==> src/current_ref_pkg.sv <==
/*
 * Shared constants and carrier types for the programmable current unit
 * control logic: register addresses, field positions, reset values and
 * the decoded output bundle.
 * Assumes a byte-wide special-function register port with a page number.
 */
package current_ref_pkg;

    // ==========================================================
    // Register addresses and pages
    // ==========================================================
    localparam logic [7:0] CTRL_ADDR        = 8'hd6;
    localparam logic [3:0] CTRL_PAGE        = 4'h0;
    localparam logic [7:0] CFG_ADDR         = 8'hb9;

    // ==========================================================
    // Field positions
    // ==========================================================
    localparam int         CTRL_SINK_BIT    = 7;
    localparam int         CTRL_RANGE_BIT   = 6;
    localparam int         CTRL_STEP_MSB    = 5;
    localparam int         CFG_EN_BIT       = 7;
    localparam int         CFG_SRC_MSB      = 2;

    // ==========================================================
    // Reset values and codes
    // ==========================================================
    localparam logic [7:0] CTRL_RESET       = 8'h00;
    localparam logic [7:0] CFG_RESET        = 8'h00;
    localparam logic [7:0] CFG_WRITE_MASK   = 8'h87;
    localparam logic [7:0] UNMAPPED_READ    = 8'h00;
    localparam logic [5:0] STEP_OFF         = 6'h00;
    localparam logic [6:0] FINE_WEIGHT      = 7'h02;
    localparam logic [2:0] SRC_CH0          = 3'h0;
    localparam logic [2:0] SRC_CH1          = 3'h1;
    localparam logic [2:0] SRC_CH2          = 3'h2;

    // Step sizes in microamps, for reference by software models
    localparam int         STEP_LOW_UA      = 1;
    localparam int         STEP_HIGH_UA     = 8;

    typedef struct packed {
        logic       enable;
        logic       sink;
        logic       high_range;
        logic [5:0] step_count;
        logic       fine_on;
        logic [6:0] total_steps;
    } unit_drive_t;

endpackage
==> src/current_ref_control.sv <==
/*
 * Control logic of the programmable current unit: two byte registers on
 * the special-function port, and the drive word sent to the analogue cell.
 * Assumes the compare outputs come from logic on the same clock, and that
 * the bus master holds read and write strobes for one cycle per access.
 */
// Overview of operation
// Control bit 7: 0 source, 1 sink
// Control bit 6 picks 1 or 8 uA
// Bits 5:0 are step count magnitude
// Zero step count disables, low power
// Control register at page 0, 0xd6
// Config bit 7 enables fine tuning
// Config bits 2:0 pick compare channel
// Selected compare gates two-LSB current source
// Full-duty gate equals adding 10b
// Config bits 6:3 read zero, unwritable
// Config register at 0xb9, any page
// Both registers reset to zero
// Reserved source code holds gate low
`timescale 1ns/1ps

module current_ref_control
    import current_ref_pkg::*;
#(
    parameter int NUM_CHANNELS = 3
) (
    input  wire logic              ref_clk_i,
    input  wire logic              srst_i,
    input  wire logic [7:0]        sfr_addr_i,
    input  wire logic [3:0]        sfr_page_i,
    input  wire logic              sfr_wr_i,
    input  wire logic              sfr_rd_i,
    input  wire logic [7:0]        sfr_wdata_i,
    output logic      [7:0]        sfr_rdata_o,
    input  wire logic [NUM_CHANNELS-1:0] counter_compare_output_i,
    output unit_drive_t            unit_drive_o
);

    // ==========================================================
    // Elaboration checks
    // ==========================================================
    if (NUM_CHANNELS != 3) begin : g_bad_channels
        $error("current_ref_control supports exactly three compare channels");
    end

    // ==========================================================
    // Register storage
    // ==========================================================
    logic [7:0]  ctrl_q;
    logic [7:0]  ctrl_d;
    logic [7:0]  cfg_q;
    logic [7:0]  cfg_d;
    logic [7:0]  rdata_q;
    logic [7:0]  rdata_d;
    unit_drive_t drive_q;
    unit_drive_t drive_d;

    // ==========================================================
    // Address decode
    // ==========================================================
    wire ctrl_hit = (sfr_addr_i == CTRL_ADDR) && (sfr_page_i == CTRL_PAGE);
    wire cfg_hit  = (sfr_addr_i == CFG_ADDR);

    assign ctrl_d = (sfr_wr_i && ctrl_hit) ? sfr_wdata_i : ctrl_q;
    // Unused bits are never stored, so they cannot leak into read data
    assign cfg_d  = (sfr_wr_i && cfg_hit) ? (sfr_wdata_i & CFG_WRITE_MASK) : cfg_q;

    assign rdata_d = !sfr_rd_i ? rdata_q :
                     ctrl_hit  ? ctrl_q  :
                     cfg_hit   ? (cfg_q & CFG_WRITE_MASK) :
                                 UNMAPPED_READ;

    // ==========================================================
    // Drive word decode
    // ==========================================================
    wire [5:0] step_w    = ctrl_q[CTRL_STEP_MSB:0];
    wire       fine_en_w = cfg_q[CFG_EN_BIT];
    wire [2:0] src_w     = cfg_q[CFG_SRC_MSB:0];
    // Reserved codes select nothing, so the extra source stays off
    wire       src_ok_w  = (src_w == SRC_CH0) || (src_w == SRC_CH1) ||
                           (src_w == SRC_CH2);
    wire       cmp_sel_w = counter_compare_output_i[src_w[1:0]];
    wire       gate_w    = fine_en_w && src_ok_w && cmp_sel_w;

    assign drive_d.enable      = (step_w != STEP_OFF);
    assign drive_d.sink        = ctrl_q[CTRL_SINK_BIT];
    assign drive_d.high_range  = ctrl_q[CTRL_RANGE_BIT];
    assign drive_d.step_count  = step_w;
    assign drive_d.fine_on     = gate_w;
    // Gate adds a weight of two steps, so 00b plus full duty equals 10b
    assign drive_d.total_steps = {1'b0, step_w} + (gate_w ? FINE_WEIGHT : 7'h00);

    // ==========================================================
    // Flip-flops
    // ==========================================================
    // One short block per register, so each reset value is easy to audit
    always_ff @(posedge ref_clk_i) begin
        if (srst_i) begin
            ctrl_q <= CTRL_RESET;
        end else begin
            ctrl_q <= ctrl_d;
        end
    end

    always_ff @(posedge ref_clk_i) begin
        if (srst_i) begin
            cfg_q <= CFG_RESET;
        end else begin
            cfg_q <= cfg_d;
        end
    end

    always_ff @(posedge ref_clk_i) begin
        if (srst_i) begin
            rdata_q <= UNMAPPED_READ;
        end else begin
            rdata_q <= rdata_d;
        end
    end

    // Registered drive word costs a cycle but keeps glitches off the cell
    always_ff @(posedge ref_clk_i) begin
        if (srst_i) begin
            drive_q <= '0;
        end else begin
            drive_q <= drive_d;
        end
    end

    assign sfr_rdata_o  = rdata_q;
    assign unit_drive_o = drive_q;
endmodule

==> config.mk <==
export PLATFORM = sky130hd
export DESIGN_NAME = current_ref_control
export DESIGN_NICKNAME = d
export VERILOG_FILES = /design/src/current_ref_pkg.sv /design/src/current_ref_control.sv
export SDC_FILE = /design/constraint.sdc
export NUM_CORES = 1
export LEC_CHECK = 0
export ABC_AREA = 1
export BUFFER_PORTS_ARGS = -buffer_cell sky130_fd_sc_hd__buf_2
export CAP_MARGIN = 0
export CORE_MARGIN = 2
export CORE_UTILIZATION = 37
export CTS_CLUSTER_SIZE = 20
export DETAILED_ROUTE_END_ITERATION = 10
export PLACE_DENSITY = 0.72
export SYNTH_ARGS = -nofsm -noshare
export SYNTH_HDL_FRONTEND = slang
export SYNTH_SLANG_ARGS = --single-unit
==> constraint.sdc <==
create_clock -name ref_clk_i -period 4 [get_ports ref_clk_i]
set_clock_uncertainty 0.1 [all_clocks]
set_input_delay 0.4 -clock ref_clk_i [delete_from_list [all_inputs] [get_ports ref_clk_i]]
set_output_delay 0.4 -clock ref_clk_i [all_outputs]
set_load 0.02 [all_outputs]
==> impl_metrics.toml <==
[synth]
ys_seq_elements = 36
syn-num-nets = 254
synthArstFlopShare_pct = 0
yosysTopAreaCellShare_pct = 45.2
synth_warnings = 0
synth_edf_count = 0
synthesis.area_mm2 = 0.00159
synth_area_leader_cell = "dfxtp_1"
seq_area_frac_synth_pct = 45.2
synth_area_leaders = "dfxtp_1 45%, nor2_1 13%, inv_1 9.7%"
ys.flop_type = "dfxtp_1"
synth_cell_type_count = 23
syn_avg_cell_area_um2 = 7.08
synthCells = 225

[power_and_ir_drop]
peakVddDrop_v = 0.000104
p_sw_w = 0.000156
leakagePower_nw = 1.07
sequentialPowerShare_pct = 52.6
p_total_w = 0.000692
pwr-share-clk_pct = 39.4
switching_share_pct = 22.6
combPwrFrac_pct = 8.0
intPower_w = 0.000536
power_density_mw_per_mm2 = 350

[clocking]
root_buffer = "clkbuf_8"
cts_setup_buffers = 0
cts_buffers = 5
cts_hold_buf = 0
cts.clk_slew.worst_paths_ns = 0.07
post_cts_resized = 0
numClockSinks = 36
clockBufferDepth = 2
cts_tree = "built"
cts-htree-levels = 2
clk_latency_ns = 0.28

[worst_setup_path]
cp_top_family = "compound AO/OA/AOI/OAI gates"
end_kind = "flip-flop"
path_buf_inv = 2
path_max_fanout = 3
start_kind = "flip-flop"
required_ns = 4.12
critPathMaxStageDelay_ns = 0.35
worstPathArrival_ns = 1.79
critPathSlowestCell = "dfxtp_1"
crit_type = "flip-flop to flip-flop"
path_cells = "inv_1, o2111ai_1, nor2_1, ha_1, ha_1, nand2_1, inv_1, nand2_1, o21ai_0, a21oi_1"
r2r_slack_ns = 2.33

[die]
rows = 23
core_mm2 = 0.00409
io_pins = 52
die_h_um = 69.6
start_util_pct = 39.0
die_w_um = 69.6
die_area_mm2 = 0.00485

[routing]
ant_nets = 0
routed_wl_um = 3340
wl_per_cell_um = 10.2
drt_iter0_drc = 101
avgViaCountPerCell = 4.48
vias = 1466
route.detailed.drc = 0
drtPass1Iterations = 4

[sta]
hold_viol = 0
drv_slew = 0
fin_crit_sh_pct = 41.9
worstMarginPinSlew_ns = 0.611
final.setup.tns_ns = 0
rsz0062_at_grt = "false"
hold_slack_ns = 0.266
setup_viol = 0
clock.fmax_mhz = 597
finalCriticalPeriod_ns = 1.67
slew-limit-headroom_pct = 59.2

[status]
outcome = "finished clean"

[final_layout]
antennaDiodeCount = 0
mostFrequentLayoutCell = "nor2_1"
layout_common_cells = "54 x nor2_1, 51 x buf_2, 41 x inv_1"
multi_input_area_um2 = 683
drive_gt1_share_pct = 26.0
regArea_um2 = 721
fin_area_mm2 = 0.00198
fill_cells = 420
synthToLayoutAreaGrowth_pct = 24.2
final_cells = 327
final_nets = 306

[placed_design]
port-buffer-count = 51
hpwlAfterDp_um = 2560
placed_cells = 320
dpl-instance-area_mm2 = 0.00188
globalplace.congestion = 0.837

[global_route]
grt_pass1_vias = 1271
grt_start_max_net_pins = 23
grt_overflow = 0
grt_pass1_wl_um = 5710
grt.total_usage_pct = 14.9
antenna_found_initial = 0

[run]
cap_violations = 0

[worst_hold_path]
hp-class = "input pin to flip-flop"
[metrics by stage]
step,setup slack (ns),utilization (%)
2_1_floorplan,2.46,-
3_3_place_gp,2.28,46.1
3_5_place_dp,2.23,46.1
4_1_cts,2.32,48.4
5_1_grt,2.17,48.4
6_report,2.33,48.4
[cells in the mapped netlist, types with 3 or more instances]
| library cell | count |
|---|---|
| nor3_1 | 3 |
| o21ai_0 | 9 |
| a21oi_1 | 4 |
| clkbuf_1 | 3 |
| nand3_1 | 5 |
| nand4_1 | 10 |
| inv_1 | 41 |
| nor2_1 | 54 |
| nand2_1 | 39 |
| nor2_2 | 4 |
| dfxtp_1 | 36 |
[power groups by stage]
stage	logic [W]	clock network, W	registers (W)
floorplan	0.0000278	0	0.000377
global placement	0.0000558	0	0.000372
detailed placement	0.0000562	0	0.000372
CTS	0.0000563	0.000282	0.000364
global route	0.0000629	0.000298	0.000364
finish	0.0000556	0.000273	0.000364
[cell type report]
class,instances,area share (%)
inverter,43,8.15
multi-input combinational,140,34.5
timing repair buffer,51,12.9
sequential,36,36.4
clock buffer,7,4.87
tap,50,3.16
[worst paths after layout]
| path | end | cells after the start | start |
|---|---|---|---|
| setup / recovery | unit_drive_o[5] | 10 | cfg_q[0] |
| hold / removal | cfg_q[0] | 3 | sfr_wdata_i[0] |
| setup reg to reg | unit_drive_o[5] | 10 | cfg_q[0] |
| hold reg to reg | unit_drive_o[15] | 2 | ctrl_q[7] |
[routing by layer]
metal | up-vias | global-route usage, % | routed length (µm)
met1 | 632 | 17.1 | 1440
met5 | - | 0 | 0
li1 | 784 | - | -
met4 | 0 | 6.41 | 61
met3 | 7 | 5.67 | 263
met2 | 43 | 24.9 | 1580
[cell families (layout without fill, tap and decap cells)]
family	after synthesis	in the layout	share of synthesized area, %
fa+ha+maj	2	2	1.57
flops	36	36	45.2
buf+inv	49	101	11.9
compound gates	15	15	5.10
simple gates	123	123	36.2
[flip-flops by register name (all words and copies together) (netlist names)]
name	cells
sfr_rdata_o	8
cfg_q	4
ctrl_q	8
unit_drive_o	16
[worst register-to-register path, cell delays in order, from the launching register on]
cell       delay (ns)
dfxtp_1          0.35
inv_1            0.07
o2111ai_1        0.21
nor2_1           0.09
ha_1             0.20
ha_1             0.19
nand2_1          0.06
inv_1            0.04
nand2_1          0.06
o21ai_0          0.07
a21oi_1          0.15
Note: power is estimated with default switching activity, not from simulation.
